$ cat config.mk
export PLATFORM = sky130hd
export DESIGN_NAME = rtc_timekeeper
export DESIGN_NICKNAME = d
export VERILOG_FILES = /design/src/rtc_pkg.sv /design/src/rtc_calendar.sv /design/src/rtc_spi_port.sv /design/src/rtc_timekeeper.sv
export SDC_FILE = /design/constraint.sdc
export NUM_CORES = 1
export LEC_CHECK = 0
export BUFFER_PORTS_ARGS = -buffer_cell sky130_fd_sc_hd__buf_2
export CORE_AREA = 2 2 226 161
export DETAILED_ROUTE_END_ITERATION = 10
export DIE_AREA = 0 0 228 163
export SYNTH_ARGS = -nofsm -noshare
export SYNTH_HDL_FRONTEND = slang
export SYNTH_HIERARCHICAL = 1
export SYNTH_SLANG_ARGS = --single-unit
$ cat constraint.sdc
create_clock -name core_clk -period 1.8 [get_ports core_clk]
set_input_delay 0.09 -clock core_clk [delete_from_list [all_inputs] [get_ports core_clk]]
set_output_delay 0.09 -clock core_clk [all_outputs]
set_load 0.005 [all_outputs]
$ cat src/rtc_pkg.sv
// Purpose: shared constants, field layouts and carriers for the timekeeper block
// Assumes: 16-bit serial words, byte addresses, 200 MHz core clock
// Notes: register words pair an even (low byte) and odd (high byte) address
package rtc_pkg;

  // clock and seconds tick timing
  localparam int unsigned CLK_PERIOD_NS = 5;
  localparam int unsigned SECOND_NS = 1_000_000_000;
  localparam int unsigned TICK_CYCLES = SECOND_NS / CLK_PERIOD_NS;

  // serial word layout
  localparam int unsigned WORD_BITS = 16;
  localparam logic [4:0] LAST_BIT = 5'h0f;

  // pages and byte addresses
  localparam logic [15:0] PAGE_RESET = 16'h0000;
  localparam logic [15:0] PAGE_TIME = 16'h0000;
  localparam logic [15:0] PAGE_CTRL = 16'h0003;
  localparam logic [6:0] ADDR_PAGE = 7'h00;
  localparam logic [6:0] ADDR_GCMD = 7'h02;
  localparam logic [6:0] ADDR_CFG = 7'h0a;
  localparam logic [6:0] ADDR_MS = 7'h78;
  localparam logic [6:0] ADDR_DH = 7'h7a;
  localparam logic [6:0] ADDR_YM = 7'h7c;

  // configuration and global command fields
  localparam logic [15:0] CFG_RESET = 16'h00c0;
  localparam int unsigned CFG_MODE_POS = 0;
  localparam int unsigned GCMD_SAVE_POS = 2; // bit that the save command byte 0x04 sets

  // time field positions inside the 16-bit registers
  localparam int unsigned SEC_POS = 0;
  localparam int unsigned MIN_POS = 8;
  localparam int unsigned HOUR_POS = 0;
  localparam int unsigned DAY_POS = 8;
  localparam int unsigned MONTH_POS = 0;
  localparam int unsigned YEAR_POS = 8;

  // field range limits
  localparam logic [5:0] SEC_MAX = 6'h3b;
  localparam logic [5:0] MIN_MAX = 6'h3b;
  localparam logic [4:0] HOUR_MAX = 5'h17;
  localparam logic [4:0] DAY_MAX = 5'h1f;
  localparam logic [4:0] DAY_MIN_CAL = 5'h01;
  localparam logic [3:0] MONTH_MAX = 4'hc;
  localparam logic [3:0] MONTH_MIN_CAL = 4'h1;
  localparam logic [6:0] YEAR_MAX = 7'h63;

  // one decoded serial word
  typedef struct packed {
    logic wr;
    logic [6:0] addr;
    logic [7:0] data;
  } spi_cmd_t;

  // full time value
  typedef struct packed {
    logic [6:0] year;
    logic [3:0] month;
    logic [4:0] day;
    logic [4:0] hour;
    logic [5:0] minute;
    logic [5:0] second;
  } rtc_time_t;

endpackage : rtc_pkg

$ cat src/rtc_calendar.sv
// Purpose: seconds-driven time counter with carry through all fields
// Assumes: tick is a one-cycle pulse once a second
// Notes: a pending load replaces the increment on the tick
`timescale 1ns/1ps
`default_nettype none
module rtc_calendar (
  input wire logic core_clk,
  input wire logic nrst,
  input wire logic tick,
  input wire logic cal_mode,
  input wire logic load,
  input wire rtc_pkg::rtc_time_t load_val,
  output rtc_pkg::rtc_time_t now
);
  import rtc_pkg::*;

  rtc_time_t next_now;

  // wrap detection, >= so an out-of-range load still wraps
  wire sec_wrap = now.second >= SEC_MAX;
  wire min_wrap = now.minute >= MIN_MAX;
  wire hour_wrap = now.hour >= HOUR_MAX;
  wire day_wrap = now.day >= DAY_MAX;
  wire month_wrap = now.month >= MONTH_MAX;
  wire year_wrap = now.year >= YEAR_MAX;

  // carry chain; elapsed mode counts days and months from zero
  wire min_step = sec_wrap;
  wire hour_step = min_step & min_wrap;
  wire day_step = hour_step & hour_wrap;
  wire month_step = day_step & day_wrap;
  wire year_step = month_step & month_wrap;
  wire [4:0] day_low = cal_mode ? DAY_MIN_CAL : 5'h00;
  wire [3:0] month_low = cal_mode ? MONTH_MIN_CAL : 4'h0;

  // next value for one tick
  assign next_now.second = sec_wrap ? 6'h00 : now.second + 6'h01;
  assign next_now.minute = !min_step ? now.minute : (min_wrap ? 6'h00 : now.minute + 6'h01);
  assign next_now.hour = !hour_step ? now.hour : (hour_wrap ? 5'h00 : now.hour + 5'h01);
  assign next_now.day = !day_step ? now.day : (day_wrap ? day_low : now.day + 5'h01);
  assign next_now.month = !month_step ? now.month
                        : (month_wrap ? month_low : now.month + 4'h1);
  assign next_now.year = !year_step ? now.year : (year_wrap ? 7'h00 : now.year + 7'h01);

  // live time: cleared by reset, loaded or advanced on the tick
  always_ff @(posedge core_clk) begin
    if (!nrst) begin
      now <= '0;
    end else if (tick) begin
      now <= load ? load_val : next_now;
    end
  end

endmodule : rtc_calendar
`default_nettype wire

$ cat src/rtc_spi_port.sv
// Purpose: serial slave, clock polarity high, data taken on rising clock edge
// Assumes: link pins are asynchronous to core_clk and far slower than it
// Notes: a frame cut short by chip select is dropped
`timescale 1ns/1ps
`default_nettype none
module rtc_spi_port (
  input wire logic core_clk,
  input wire logic nrst,
  input wire logic spi_sclk,
  input wire logic spi_cs_n,
  input wire logic spi_mosi,
  input wire logic [15:0] tx_word,
  output logic cmd_valid,
  output rtc_pkg::spi_cmd_t cmd,
  output logic spi_miso,
  output logic spi_miso_oe
);
  import rtc_pkg::*;

  logic sclk_m, sclk_s, sclk_d;
  logic cs_m, cs_s, cs_d;
  logic mosi_m, mosi_s;
  logic [14:0] shift_in;
  logic [15:0] shift_out;
  logic [4:0] bit_cnt;

  // two-stage synchronisers, then one delay stage for edges
  always_ff @(posedge core_clk) begin
    if (!nrst) begin
      {sclk_m, sclk_s, sclk_d} <= 3'h7;
      {cs_m, cs_s, cs_d} <= 3'h7;
      {mosi_m, mosi_s} <= 2'h0;
    end else begin
      {sclk_m, sclk_s, sclk_d} <= {spi_sclk, sclk_m, sclk_s};
      {cs_m, cs_s, cs_d} <= {spi_cs_n, cs_m, cs_s};
      {mosi_m, mosi_s} <= {spi_mosi, mosi_m};
    end
  end

  // edge events inside a selected frame
  wire sclk_rise = sclk_s & ~sclk_d & ~cs_s;
  wire sclk_fall = ~sclk_s & sclk_d & ~cs_s;
  wire frame_start = ~cs_s & cs_d;
  wire word_done = sclk_rise & (bit_cnt == LAST_BIT);

  // receive shifter and bit counter
  always_ff @(posedge core_clk) begin
    if (!nrst || cs_s) begin
      bit_cnt <= 5'h00;
      shift_in <= 15'h0000;
    end else if (sclk_rise) begin
      shift_in <= {shift_in[13:0], mosi_s};
      bit_cnt <= word_done ? 5'h00 : bit_cnt + 5'h01;
    end
  end

  // word split into flag, address and data
  always_ff @(posedge core_clk) begin
    if (!nrst) begin
      cmd_valid <= 1'b0;
      cmd <= '0;
    end else begin
      cmd_valid <= word_done;
      if (word_done) begin
        cmd <= spi_cmd_t'({shift_in, mosi_s});
      end
    end
  end

  // transmit shifter, changes on falling clock edges
  always_ff @(posedge core_clk) begin
    if (!nrst) begin
      shift_out <= 16'h0000;
      spi_miso <= 1'b0;
      spi_miso_oe <= 1'b0;
    end else begin
      spi_miso_oe <= ~cs_s;
      if (frame_start) begin
        shift_out <= tx_word;
      end else if (sclk_fall) begin
        spi_miso <= shift_out[15];
        shift_out <= {shift_out[14:0], 1'b0};
      end
    end
  end

endmodule : rtc_spi_port
`default_nettype wire

$ cat src/rtc_timekeeper.sv
// Purpose: real-time clock with page select, reached over the serial port
// Assumes: main_ready marks full startup of the main device, asynchronous
// Notes: time keeps counting whatever main_ready shows; access needs it high
`timescale 1ns/1ps
`default_nettype none
// Notes on behaviour
// - Configuration bit zero picks elapsed-timer or clock/calendar counting.
// - In elapsed-timer mode all time fields start at zero after reset and count up.
// - Time writes are staged and applied together only after the year byte write.
// - After that year write the old time shows until the next seconds tick loads the new.
// - The save words 0x8003, 0x8204, 0x8300 make the device back up its configuration.
// - Time runs regardless, but register access waits for full startup of the device.
// - Minutes sit in bits 13:8 and seconds in bits 5:0, both 0 to 59, others zero.
// - Day 1 to 31 sits in the upper field and hour 0 to 23 in the lower field.
// - Year 0 to 99 sits in bits 14:8 and month 1 to 12 in bits 3:0, others zero.
// - The page register reads back the page and a write selects it for later accesses.
module rtc_timekeeper #(
  parameter int unsigned TICK_LEN = rtc_pkg::TICK_CYCLES
) (
  input wire logic core_clk,
  input wire logic nrst,
  input wire logic main_ready,
  input wire logic spi_sclk,
  input wire logic spi_cs_n,
  input wire logic spi_mosi,
  output logic spi_miso,
  output logic spi_miso_oe,
  output logic config_save,
  output logic [15:0] nv_config,
  output logic [15:0] page_select
);
  import rtc_pkg::*;

  logic ready_m, ready_s;
  logic cmd_valid;
  spi_cmd_t cmd;
  logic [15:0] tx_word;
  logic [15:0] config_reg;
  logic [27:0] tick_cnt;
  logic sec_tick;
  logic commit_pending;
  rtc_time_t staged;
  rtc_time_t live;

  // startup indication synchroniser
  always_ff @(posedge core_clk) begin
    if (!nrst) begin
      ready_m <= 1'b0;
      ready_s <= 1'b0;
    end else begin
      ready_m <= main_ready;
      ready_s <= ready_m;
    end
  end

  rtc_spi_port u_spi (
    .core_clk(core_clk),
    .nrst(nrst),
    .spi_sclk(spi_sclk),
    .spi_cs_n(spi_cs_n),
    .spi_mosi(spi_mosi),
    .tx_word(tx_word),
    .cmd_valid(cmd_valid),
    .cmd(cmd),
    .spi_miso(spi_miso),
    .spi_miso_oe(spi_miso_oe)
  );

  // seconds tick divider
  wire tick_wrap = tick_cnt == 28'(TICK_LEN - 1);
  always_ff @(posedge core_clk) begin
    if (!nrst) begin
      tick_cnt <= 28'h0000000;
      sec_tick <= 1'b0;
    end else begin
      tick_cnt <= tick_wrap ? 28'h0000000 : tick_cnt + 28'h0000001;
      sec_tick <= tick_wrap;
    end
  end

  // word acceptance, only after full startup
  wire accept = cmd_valid & ready_s;
  wire do_wr = accept & cmd.wr;
  wire do_rd = accept & ~cmd.wr;
  wire hi_byte = cmd.addr[0];
  wire [6:0] word_addr = {cmd.addr[6:1], 1'b0};
  wire on_time_page = page_select == PAGE_TIME;
  wire on_ctrl_page = page_select == PAGE_CTRL;
  wire hit_page = word_addr == ADDR_PAGE;
  wire hit_ms = on_time_page & (word_addr == ADDR_MS);
  wire hit_dh = on_time_page & (word_addr == ADDR_DH);
  wire hit_ym = on_time_page & (word_addr == ADDR_YM);
  wire hit_cfg = on_ctrl_page & (word_addr == ADDR_CFG);
  wire hit_gcmd = on_ctrl_page & (word_addr == ADDR_GCMD);

  // write strobes per byte
  wire wr_page_lo = do_wr & hit_page & ~hi_byte;
  wire wr_page_hi = do_wr & hit_page & hi_byte;
  wire wr_year = do_wr & hit_ym & hi_byte;
  wire wr_cfg_lo = do_wr & hit_cfg & ~hi_byte;
  wire wr_cfg_hi = do_wr & hit_cfg & hi_byte;
  wire wr_save = do_wr & hit_gcmd & ~hi_byte & cmd.data[GCMD_SAVE_POS];

  // page select, steers every later time and control page access
  always_ff @(posedge core_clk) begin
    if (!nrst) begin
      page_select <= PAGE_RESET;
    end else if (wr_page_lo) begin
      page_select[7:0] <= cmd.data;
    end else if (wr_page_hi) begin
      page_select[15:8] <= cmd.data;
    end
  end

  // configuration register, bit zero chooses the counting mode
  always_ff @(posedge core_clk) begin
    if (!nrst) begin
      config_reg <= CFG_RESET;
    end else if (wr_cfg_lo) begin
      config_reg[7:0] <= cmd.data;
    end else if (wr_cfg_hi) begin
      config_reg[15:8] <= cmd.data;
    end
  end
  wire cal_mode = config_reg[CFG_MODE_POS];

  // configuration backup to non-volatile storage
  always_ff @(posedge core_clk) begin
    if (!nrst) begin
      config_save <= 1'b0;
      nv_config <= CFG_RESET;
    end else begin
      config_save <= wr_save;
      if (wr_save) begin
        nv_config <= config_reg;
      end
    end
  end

  // staging of host time writes, inactive until committed
  always_ff @(posedge core_clk) begin
    if (!nrst) begin
      staged <= '0;
    end else if (do_wr) begin
      if (hit_ms & ~hi_byte) staged.second <= cmd.data[5:0];
      if (hit_ms & hi_byte) staged.minute <= cmd.data[5:0];
      if (hit_dh & ~hi_byte) staged.hour <= cmd.data[4:0];
      if (hit_dh & hi_byte) staged.day <= cmd.data[4:0];
      if (hit_ym & ~hi_byte) staged.month <= cmd.data[3:0];
      if (wr_year) staged.year <= cmd.data[6:0];
    end
  end

  // commit flag: a year write arms it, the tick consumes it; set wins
  wire next_pending = wr_year | (commit_pending & ~sec_tick);
  always_ff @(posedge core_clk) begin
    if (!nrst) begin
      commit_pending <= 1'b0;
    end else begin
      commit_pending <= next_pending;
    end
  end

  rtc_calendar u_cal (
    .core_clk(core_clk),
    .nrst(nrst),
    .tick(sec_tick),
    .cal_mode(cal_mode),
    .load(commit_pending),
    .load_val(staged),
    .now(live)
  );

  // packed register images, unused bits read as zero
  wire [15:0] ms_word = (16'(live.minute) << MIN_POS) | (16'(live.second) << SEC_POS);
  wire [15:0] dh_word = (16'(live.day) << DAY_POS) | (16'(live.hour) << HOUR_POS);
  wire [15:0] ym_word = (16'(live.year) << YEAR_POS) | (16'(live.month) << MONTH_POS);

  // read selection, unmapped addresses answer zero
  wire [15:0] rd_word = hit_page ? page_select
                      : hit_ms ? ms_word
                      : hit_dh ? dh_word
                      : hit_ym ? ym_word
                      : hit_cfg ? config_reg
                      : 16'h0000;

  // answer word, sent in the frame after the read
  always_ff @(posedge core_clk) begin
    if (!nrst) begin
      tx_word <= 16'h0000;
    end else if (cmd_valid) begin
      tx_word <= do_rd ? rd_word : 16'h0000;
    end
  end

  // top of the calendar and the value one tick later
  wire at_top = live == {YEAR_MAX, MONTH_MAX, DAY_MAX, HOUR_MAX, MIN_MAX, SEC_MAX};
  wire [32:0] wrapped = {7'h00, MONTH_MIN_CAL, DAY_MIN_CAL, 5'h00, 6'h00, 6'h00};
endmodule : rtc_timekeeper
`default_nettype wire

==> results list, run 1 <==
- Cells after DPL: roughly 1.7k
- Switching pwr: 0.00216 W
- IO Pins: 41
- Violated checks: setup timing
- Crit Path Class: reg2reg
- For the worst setup path, the data arrival time is between 2 and 2.5 ns.
* Largest registers: staged: 33 flops, u_cal/now: 33 flops, tick_cnt: 28 flops
- CP Max Fanout: 6
* Most frequently used flop master after synthesis: sky130_fd_sc_hd__dfxtp_1
* Proportion of layout cells with a drive suffix above 1: 0.235
- Of the total power, the share spent switching nets is 0.219.
* Result of the run: finished with violations
- In the synthesized netlist, the number of instances is 1141.
- In the routed layout, each cell is associated on average with a via count of between 5 and 6.
- Max-cap violations in this run came to 0.
* Core area: roughly 35000 sq um
- The tightest hold path in the finished design has a slack of 0.316 ns.
- The repair_antennas step left the layout with diodes totalling 0.
* Maximum number of pins on one net before global-route repair: 32
* Detailed Route Iter0 Violations: 882
- Clock tree root driver cell: sky130_fd_sc_hd__clkbuf_16
- In the global route stage, overall resource usage came out at 0.155.
- Clock net sink count: ~230
- The number of global-route vias before repair was 8115.
- Fin crit share: 1.08
- H-tree levels: 1
- Before antenna repair, the detailed router went through 5 iterations.
* DRT Wirelength: around 30 mm
- In this run the vertical extent of the chip is around 160 um.
- Sequential cell area fraction in the yosys report: 0.450
- Of the total power, registers draw 0.509.
* Startpoint type of the worst setup path: register
- Detailed placement finished with a half-perimeter wire length of roughly 22 mm.
* Final weighted congestion of routability-driven global placement: 0.862
- Die X-Extent: ~230 um
* Total count of hold-check failures in the final report: 0
* Setup repair after global routing missed its margin: yes
- Count of endpoints failing setup in the final report: 29
- Clock latency on the worst-skew pair, taken at its later pin, is about 0.52 ns.
* Worst-Margin Slew: slightly above 0.6 ns
- Placed cell areas: approximately 12000 sq um
- Peak ir drop on the vdd network: around 0.00067 V
- In this run the tightest slew margin relative to its limit is 0.593.
- Crit path required time: between 2 and 2.5 ns
- Counting stages on the worst path, the most repeated cell is sky130_fd_sc_hd__or3_4.
- Summed over all cells, the static leakage comes to roughly 4.7 nW.
- Cell-by-cell trace of the critical path: nor4_2 > nand4_1 > or3_4 > or3_4 > mux2i_1
- Distinct cell type count after synthesis: 90
* Final standard cell area without fillers: 12700 sq um
* Highest clock rate: ~500 MHz
* Compound-gate portion of the synthesized area: 0.171
- Master of the slowest instance on the critical path: sky130_fd_sc_hd__or3_4
- Excluding fillers, the count of instances in the completed layout stands at approximately 1.8k.
* Mux share of post-synthesis cell area: 0.0589
- # nets final: ~1.3k
* FF-to-FF path depth: 5
* Kind of cell adding the most delay to the critical path: simple AND/OR/NAND/NOR gates
- After detailed routing, the number of remaining DRC violations is 0.
- The initial antenna violation count was 0.
- During placement, the flow inserted port buffers numbering 40.
- Of the total power, the clock network draws 0.472.
- Internal power comes to between 0.007 and 0.008 W.
* Area share of xor/xnor cells in the synthesized design: 0.0253
* Buf/Inv on CP: 0
* Hold depth: 3
* Combined flip-flop and latch cell area: 4540 sq um
- Total number of vias: 9018
- Maximum cell stage delay along the critical path: ~0.43 ns
* Count of pins over their slew limit: 0
- Placement Rows: 58
- The die covers between 30000 and 40000 sq um.
- Clock transition at the registers of the reported paths: ~0.070 ns
- For this run the aggregate overflow at the end of global routing stands at 0.
- Area used by multi-input combinational logic: approximately 5400 sq um
- EDFF count, synth: 0
* Worst Setup Slack, final: -0.144 ns
- The first global-routing pass estimated about 46 mm of wire.
- The synthesized design contains between 200 and 250 register bits.
* Synthesized area divided by synthesized cell count: around 9 sq um
- Share of power burned in combinational logic: 0.019
* Fin crit period: roughly 2 ns
- Final clock skew: approximately 0.016 ns
- Counting the fill cells in the layout gives roughly 3.7k.
- The path class of the tightest hold or removal check is in2reg.
- Wire length per cell: between 15 and 20 um
- Initial Utilization: 0.285
* Sum of negative setup slack: -1.65 ns
- TritonCTS Buffers: 23
- Counting flops with an async set or reset pin after synthesis yields a share of 0.
* Clock Tree Buf Depth: 3
* Capturing element type of the critical path: register
- Adder and majority gate portion of the synthesized area: 0.0124
- Number of gates on the worst path with buffers counted: 5
- By area, the combinational part of the netlist is dominated by simple AND/OR/NAND/NOR gates.
- Post-synthesis to final-layout area growth: 25.9%
* Count of antenna-violating nets left after detailed routing: 0
* Synth Area in Simple Gates: 0.243
- TritonCTS built the clock tree.
- Mapped Area: approximately 10000 sq um
- Pwr per Cell Area: 781 nW/um^2
- Post-synth net total: between 1k and 1.5k
* Synthesis warning total: 6
## worst reg2reg max path, stage by stage, from the launching register on
cell	delay, ns
sky130_fd_sc_hd__dfxtp_1	0.33
sky130_fd_sc_hd__nor4_2	0.31
sky130_fd_sc_hd__nand4_1	0.18
sky130_fd_sc_hd__or3_4	0.43
sky130_fd_sc_hd__or3_4	0.40
sky130_fd_sc_hd__mux2i_1	0.14
## path summary, 6_finish.rpt
path	startpoint	to	slack [ns]
hold reg to reg	u_spi/cs_m	u_spi/cs_s	0.42
hold / removal	main_ready	ready_m	0.32
setup / recovery	page_select[5]	staged[7]	-0.14
setup reg to reg	page_select[5]	staged[7]	-0.14
## layout make-up
| cell class | instances | share of cell area |
|---|---|---|
| multi-input cells | 833 | 0.424 |
| flip-flops and latches | 226 | 0.359 |
| clock inverters | 7 | 0.00385 |
| inverters | 13 | 0.00385 |
| repair buffers | 182 | 0.108 |
| well taps | 480 | 0.0474 |
| clock buffers | 33 | 0.0539 |
## cell families after synthesis
family          count (synthesis)
compound gates                240
xor+xnor                       29
fa+ha+maj                      10
buf+inv                        84
flops                         226
mux                            59
simple gates                  493
## cells in the mapped netlist (all sizes together) (5+ instances only)
| cell type | number | area share |
|---|---|---|
| a21boi | 18 | 0.013 |
| nand2 | 211 | 0.079 |
| nor2 | 73 | 0.028 |
| o221ai | 5 | 0.0050 |
| a221o | 17 | 0.018 |
| xnor2 | 8 | 0.0070 |
| inv | 12 | 0.0045 |
| dfxtp | 226 | 0.45 |
| and4 | 7 | 0.0062 |
| nand4 | 15 | 0.011 |
| xor2 | 21 | 0.018 |
| nand3 | 59 | 0.031 |
| ha | 10 | 0.012 |
| nor4 | 9 | 0.0075 |
| a41oi | 9 | 0.0078 |
| clkbuf | 35 | 0.013 |
| a21oi | 48 | 0.024 |
| o22ai | 5 | 0.0031 |
| and3 | 19 | 0.012 |
| o21ai | 61 | 0.032 |
| buf | 36 | 0.022 |
| nand2b | 22 | 0.014 |
| a211oi | 7 | 0.0052 |
| o211ai | 7 | 0.0052 |
| mux2i | 58 | 0.058 |
| nor2b | 7 | 0.0044 |
| o221a | 8 | 0.0090 |
| nor3 | 17 | 0.0090 |
| a31oi | 7 | 0.0044 |
| a22oi | 6 | 0.0045 |
| nor3b | 6 | 0.0050 |
| and2 | 25 | 0.016 |
| a221oi | 9 | 0.0078 |
## layout by cell type (no fill, tap or decap), drive strengths merged, types with 22 or more instances in the layout
cell    instances
buf           175
nand2b         22
o21ai          61
nand3          59
a21oi          48
and2           25
clkbuf         33
nor2           73
mux2i          58
dfxtp         226
nand2         211
## metal layers
metal / up-vias / wire length [um] / global-route usage
met1: 4339 / 15300 / 0.241
met2: 303 / 12000 / 0.217
li1: 4348 / - / -
met4: 0 / 504 / 0.0330
met3: 28 / 2610 / 0.0289
met5: - / 0 / 0.00130
## stage by stage
stage | util | power (W) | setup WS [ns]
floorplan | - | 0.00525 | -0.00368
global route | 0.359 | 0.0102 | -0.189
detailed placement | 0.327 | 0.00532 | -0.196
global placement | 0.327 | 0.00531 | -0.208
finish | 0.359 | 0.00989 | -0.144
CTS | 0.351 | 0.00999 | -0.131
## power by group through the flow
stage | combinational [W] | sequential [W] | clock [W]
CTS | 0.000189 | 0.00503 | 0.00478
floorplan | 0.000117 | 0.00514 | 0
global placement | 0.000175 | 0.00514 | 0
global route | 0.000209 | 0.00503 | 0.00498
finish | 0.000192 | 0.00503 | 0.00467
detailed placement | 0.000176 | 0.00514 | 0
## repair_timing
item                                    4_1_cts  5_1_grt
pin swaps                                     7       16
endpoints found under the setup margin       64      105
cloned                                        0        2
endpoints found under the hold margin         8        0
buffers inserted                              1       10
hold buffers                                  7        0
gates resized for setup                      16       51
Power figures use the tool's default switching activity.
==> inputs of run 2 (changes only) <==
- BUFFER_PORTS_ARGS: -buffer_cell sky130_fd_sc_hd__buf_2 -> -buffer_cell sky130_fd_sc_hd__buf_4
==> run 2 against run 1 <==
Clock skew shrank 0.0050 ns. The run still ends with setup timing left. Critical endpoint is now staged[10]. Die area stayed put. Via count increased by 0.69%.
==> results list, run 2 (synthesis gave the netlist of run 1 again) <==
- Result of the run: finished with violations
- The checks that failed: setup timing.
* Quantity of I/O buffers inserted on ports: 40
- In this run the number of H-tree levels came out at 1.
- GRT Overall Usage: 0.161
- Summing all multi-input logic gate instances after layout gives 5340 sq um.
- Startpoint type of the worst setup path: register
- Counting I/O delays and the setup requirement, the final critical path takes approximately 2.0 ns.
- Count of endpoints failing setup in the final report: 50
- DPL Wire Length: about 22 mm
* Max-Slew Margin vs Limit: 0.548
* Wire length per cell: roughly 17 um
* CTS tree: done
- Peak ir drop on the vdd network: approximately 0.00052 V
- Summing all non-filler instances in the final layout gives an area of between 10000 and 15000 sq um.
* Remaining global-route overflow: 0
- Met2 Track Usage GR: 0.223
- On the critical path the largest part of the delay comes from simple AND/OR/NAND/NOR gates.
* Remaining DRCs: 0
- Crit path required time: 2.19 ns
- Core area: between 30000 and 40000 sq um
* Total inserted antenna cells: 0
- In the final layout, the share of cells above drive strength 1 is 0.225.
- Height of the chip: roughly 160 um
* Maximum cell stage delay along the critical path: about 0.43 ns
- Total power: approximately 0.010 W
- At the pin with the least slew margin, the transition time is a little under 0.7 ns.
- Maximum number of pins on one net before global-route repair: 57
- Initial Utilization: 0.285
- TritonCTS Buffers: 23
- For this design, the slowest cell found on the critical path is sky130_fd_sc_hd__or3_4.
- Clock net sink count: ~230
- After detailed routing, the number of vias per cell comes to 5.11.
* Die X-Extent: around 230 um
- The critical path goes through nor4_4 > nand4_1 > or3_4 > or3_4 > mux2i_1.
- M3 GR Usage: 0.0284
* Total count of hold-check failures in the final report: 0
- Summed over all cells, the static leakage comes to about 4.7 nW.
- The tree is rooted in a sky130_fd_sc_hd__clkbuf_16.
* # nets final: 1296
- Post-synthesis to final-layout area growth: 27.7%
- Detailed Route Iter0 Violations: 831
* Maximum Capacitance Violations: 0
- The worst hold path belongs to the class in2reg.
- In the final layout, the registers with the most flip-flops are staged: 33 flops, u_cal/now: 33 flops, tick_cnt: 28 flops.
- The final number of max-transition violations came to 0.
- Across all setup checks in the final design, the least slack found is -0.152 ns.
- Worst-Skew Late Latency: 0.53 ns
- Final non-filler cell total: between 1.5k and 2k
* Layer with the highest usage: met1
- Setup repair after global routing could not meet its margin everywhere.
- The number of global-route vias before repair is approximately 8.4k.
- Number of fill cells in the layout: 3602
- Counting along the longest clock path gives a buffer depth of 3.
- Leading cell type in the layout, fill and taps excluded: sky130_fd_sc_hd__dfxtp_1
- Highest clock rate: about 510 MHz
- Registers take about 4500 sq um.
- 1st-pass router iterations: 5
- The most critical setup path has its startpoint at page_select[15].
- Number of antenna violations at the first check in global routing: 0
- Capturing element type of the critical path: register
- The floorplan has just under 60 rows.
- Global-route wire length before repair: between 40 and 50 mm
- Sum of negative setup slack: -4.20 ns
* Fin crit share: 1.08
- Commonest cells after routing, fill and taps aside: sky130_fd_sc_hd__dfxtp_1 (219), sky130_fd_sc_hd__nand2_1 (208), sky130_fd_sc_hd__buf_4 (163)
- Startpoint of the most critical register-to-register path: page_select[15]
- The worst hold path begins at main_ready.
- Setup slack after placement: -0.222 ns
- Crit-path most repeated cell: sky130_fd_sc_hd__or3_4
* Placed cell areas: roughly 12000 sq um
- In this run the worst path has a maximum fanout of 6.
* Final clock skew: roughly 0.010 ns
* Crit Path Class: reg2reg
- GRT met1 Usage: 0.250
- Counting both buffers and inverters, the worst setup path holds a total of 0.
- Once placement completed, the tool counted placed cells totaling 1723.
- The congestion estimate from routability-driven global placement came to between 0.8 and 0.9.
- Dividing total power by cell area gives a power density of between 700 and 800 nW/um^2.
* Count of antenna-violating nets left after detailed routing: 0
- Total number of vias: around 9.1k
* Total Die Area: 37200 sq um
* Clock transition at the registers of the reported paths: 0.07 ns
* IO Pins: between 40 and 50
- Data on the critical path arrives at its endpoint at 2.34 ns.
* DRT Wirelength: 30.8 mm
run 2: cell types whose count changed in the layout (fill, tap and decap cells not counted), sizes merged, moves of 2 or more:
cell	delta
bufinv	+3
and4bb	-2
buf	+2
clkinv	-2
run 2: area by class of cell:
cell class | instances | area share
clock buffers | 34 | 0.0504
clock inverters | 8 | 0.00974
inverters | 13 | 0.00380
multi-input cells | 832 | 0.416
flip-flops and latches | 226 | 0.353
well taps | 480 | 0.0468
repair buffers | 184 | 0.120
run 2: worst paths after layout:
check	to	slack [ns]	cells past startpoint
worst max register to register	staged[10]	-0.15	5
worst max-delay path	staged[10]	-0.15	5
worst min register to register	u_spi/cs_s	0.42	1
worst min-delay path	ready_m	0.32	3
run 2: worst reg2reg max path: cells and delay by family (launching register included):
kind	cells	cell delay, ns
flops	1	0.34
mux	1	0.15
simple gates	4	1.33
run 2: layer usage:
layer | routed length [um] | up-vias
li1 | - | 4342
met1 | 15500 | 4375
met2 | 12100 | 310
met3 | 2400 | 53
met4 | 749 | 0
met5 | 0 | -
run 2: repair_timing:
action,CTS,global route
cloned,2,0
setup endpoints to repair,63,111
hold endpoints to repair,7,0
hold buffers,7,0
resized for setup,19,27
buffers inserted,2,2
pin swaps,8,10
run 2: metrics by stage:
step	hold slack [ns]	util
floorplan	0.191	-
global placement	0.292	0.333
detailed placement	0.289	0.333
CTS	0.295	0.360
global route	0.330	0.364
finish	0.316	0.364
run 2: report_power, final:
| part | leakage, nW | switching [W] | total (W) | internal (W) |
|---|---|---|---|---|
| registers | 1.83 | 0.0000129 | 0.00503 | 0.00502 |
| clock network | 0.373 | 0.00207 | 0.00500 | 0.00293 |
| logic | 2.51 | 0.000127 | 0.000198 | 0.0000702 |
| total | 4.71 | 0.00222 | 0.0102 | 0.00802 |
==> inputs of run 3 (changes only) <==
- CELL_PAD_IN_SITES_DETAIL_PLACEMENT: unset -> 0
- CELL_PAD_IN_SITES_GLOBAL_PLACEMENT: unset -> 1
- CORE_AREA: 2 2 226 161 -> 2 2 186 133
- DIE_AREA: 0 0 228 163 -> 0 0 188 135
- PLACE_DENSITY_LB_ADDON: unset -> 0.1
==> run 3 against run 2 <==
The flow still finishes with violations (setup timing). Wire length decreased by 1.1%. Combinational power increased by 20%. Global-route usage increased by 7.3 points.
==> results list, run 3 (synthesis gave the netlist of run 1 again) <==
* Quantity of I/O buffers inserted on ports: 40
* # nets final: between 1k and 1.5k
- Worst-Margin Slew: around 0.61 ns
* Remaining DRCs: 0
- After detailed routing, the average wire length per cell comes to 18.8 um.
- Worst-Skew Late Latency: between 0.5 and 0.6 ns
- By instance count, the cell type seen most on the critical path is sky130_fd_sc_hd__buf_6.
- The number of buffers and inverters on the critical path is 2.
* Hold_sp: spi_sclk
- IO Pins: ~40
* Commonest cells after routing, fill and taps aside: sky130_fd_sc_hd__dfxtp_1 (213), sky130_fd_sc_hd__nand2_1 (207), sky130_fd_sc_hd__buf_4 (163)
- In this run the horizontal extent of the chip is around 190 um.
- The worst-case IR drop observed on VDD is between 0.0007 and 0.0008 V.
- Fin crit period: between 1.5 and 2 ns
- Power spread over the standard cell area amounts to a little over 800 nW/um^2.
- Max-Slew Margin vs Limit: 0.590
* Count of endpoints failing setup in the final report: 25
- The initial utilization of the core area, before any placement, comes to 0.429.
* Placed cell areas: around 12000 sq um
- The largest individual stage delay along the critical path comes from the cell sky130_fd_sc_hd__or3_4.
- Kind of cell adding the most delay to the critical path: simple AND/OR/NAND/NOR gates
- Maximum number of pins on one net before global-route repair: 37
- Across all setup checks in the final design, the least slack found is -0.165 ns.
* Crit Path Class: reg2reg
- In this run the worst setup path begins at page_select[7].
- Average via count per standard cell: ~5.5
- The largest registers in the layout are staged: 33 flops, u_cal/now: 33 flops, tick_cnt: 28 flops.
- Timing analysis after detailed placement gives a worst setup slack of -0.293 ns.
- Of the cells placed in the final design, the portion with a size suffix greater than 1 is 0.256.
- For flop-to-flop paths, the worst setup slack is -0.17 ns.
- The routed design has 30.4 mm of wire.
- At the worst endpoint, the arrival time is roughly 2.4 ns.
- Global-route wire length before repair: approximately 47 mm
* Core area: around 23000 sq um
* Total inserted antenna cells: 0
* DPL Wire Length: roughly 22 mm
* Post-synthesis to final-layout area growth: 28.6%
- Total count of hold-check failures in the final report: 0
- Measured on the finished design, the core utilization comes to 0.551.
- Count of antenna-violating nets left after detailed routing: 0
- The analysis attributes to cell leakage a power of between 4 and 5 nW.
- Derived from the worst setup path, the maximum achievable clock frequency is just over 500 MHz.
- Clock net sink count: about 230
- The checks that failed: setup timing.
- In this run, the number of DRC markers left after iteration 0 of detailed routing was 593.
* Count of pins over their slew limit: 0
* Result of the run: finished with violations
- Placement Rows: 47
- The number of global-route vias before repair was roughly 8k.
- Measured along the y axis, the die boundary spans about 140 um.
* Clock Tree Buf Depth: 3
- Capturing element type of the critical path: register
- CP Max Fanout: 5
* CTS tree: done
- Startpoint of the most critical register-to-register path: page_select[7]
- For this run, the slowest stage of the critical path takes 0.44 ns.
- The worst setup path is launched from a register.
* Fin crit share: 1.09
- The die covers about 25000 sq um.
- Cell-by-cell trace of the critical path: nor4_4 > nand4_1 > or3_4 > buf_6 > nor3_4 > buf_6 > mux2i_1
- The initial antenna violation count was 0.
- Final standard cell area without fillers: approximately 13000 sq um
- STA puts the critical path data required time at ~2.3 ns.
- 1st-pass router iterations: 5
- Final clock skew: approximately 0.016 ns
- CTS built an H-tree with a depth of 1.
* TritonCTS Buffers: 24
* GRT Overall Usage: 0.234
- Setup repair after global routing could not meet its margin everywhere.
* Final weighted congestion of routability-driven global placement: between 0.8 and 0.9
* Leading cell type in the layout, fill and taps excluded: sky130_fd_sc_hd__dfxtp_1
- After clock tree synthesis, the clock-pin slew on the worst setup and hold paths is around 0.060 ns.
- The tree is rooted in a sky130_fd_sc_hd__clkbuf_16.
* Kind of path behind the tightest hold check: in2reg
- After global routing the overflow that remains totals 0.
- Total number of vias: 8877
- Maximum Capacitance Violations: 0
==> run 3: worst paths after layout <==
check | to | depth (start not counted)
worst max-delay path | staged[17] | 7
worst min-delay path | u_spi/sclk_m | 3
worst max register to register | staged[17] | 7
worst min register to register | u_spi/cs_s | 1
==> run 3: layout make-up <==
cell class,instances,area (sq um)
fill,2158,10500
sequential,226,4540
inverter,13,48.8
tap,318,398
timing repair buffer,186,1590
clock buffer,35,703
clock inverter,9,148
multi-input combinational,832,5510
==> run 3: routing by layer <==
metal / track usage / vias up / part of all wire
li1: - / 4371 / -
met1: 0.384 / 4241 / 0.54
met4: 0.0420 / 0 / 0.014
met3: 0.0377 / 31 / 0.058
met5: 0 / - / 0
met2: 0.315 / 234 / 0.39
==> run 3: power by group <==
part	total (W)	switching [W]	leakage [nW]	internal, W
clock network	0.00537	0.00209	0.416	0.00328
registers	0.00503	0.0000148	1.83	0.00502
logic	0.000237	0.000144	2.58	0.0000924
total	0.0106	0.00225	4.83	0.00839
==> run 3: timing repair <==
action | in CTS | in global routing
cloned | 0 | 4
setup endpoints to repair | 109 | 140
buffers inserted | 0 | 5
hold endpoints to repair | 10 | 0
gates resized for setup | 20 | 80
hold buffers | 5 | 0
pin swaps | 8 | 32
==> run 3: metrics by stage <==
stage / std cells / hold slack, ns / total power, W / setup TNS, ns
floorplan: 1141 / 0.191 / 0.00525 / -0.00368
global placement: 1561 / 0.276 / 0.00533 / -7.23
detailed placement: 1561 / 0.283 / 0.00533 / -6.42
CTS: 1610 / 0.286 / 0.0107 / -1.72
global route: 1619 / 0.301 / 0.0109 / -7.59
finish: 1619 / 0.302 / 0.0106 / -1.80
==> run 3: worst min-delay path: cells and delay by family <==
kind / cells / cell delay, ns
buf+inv: 2 / 0.61
simple gates: 1 / 0.08
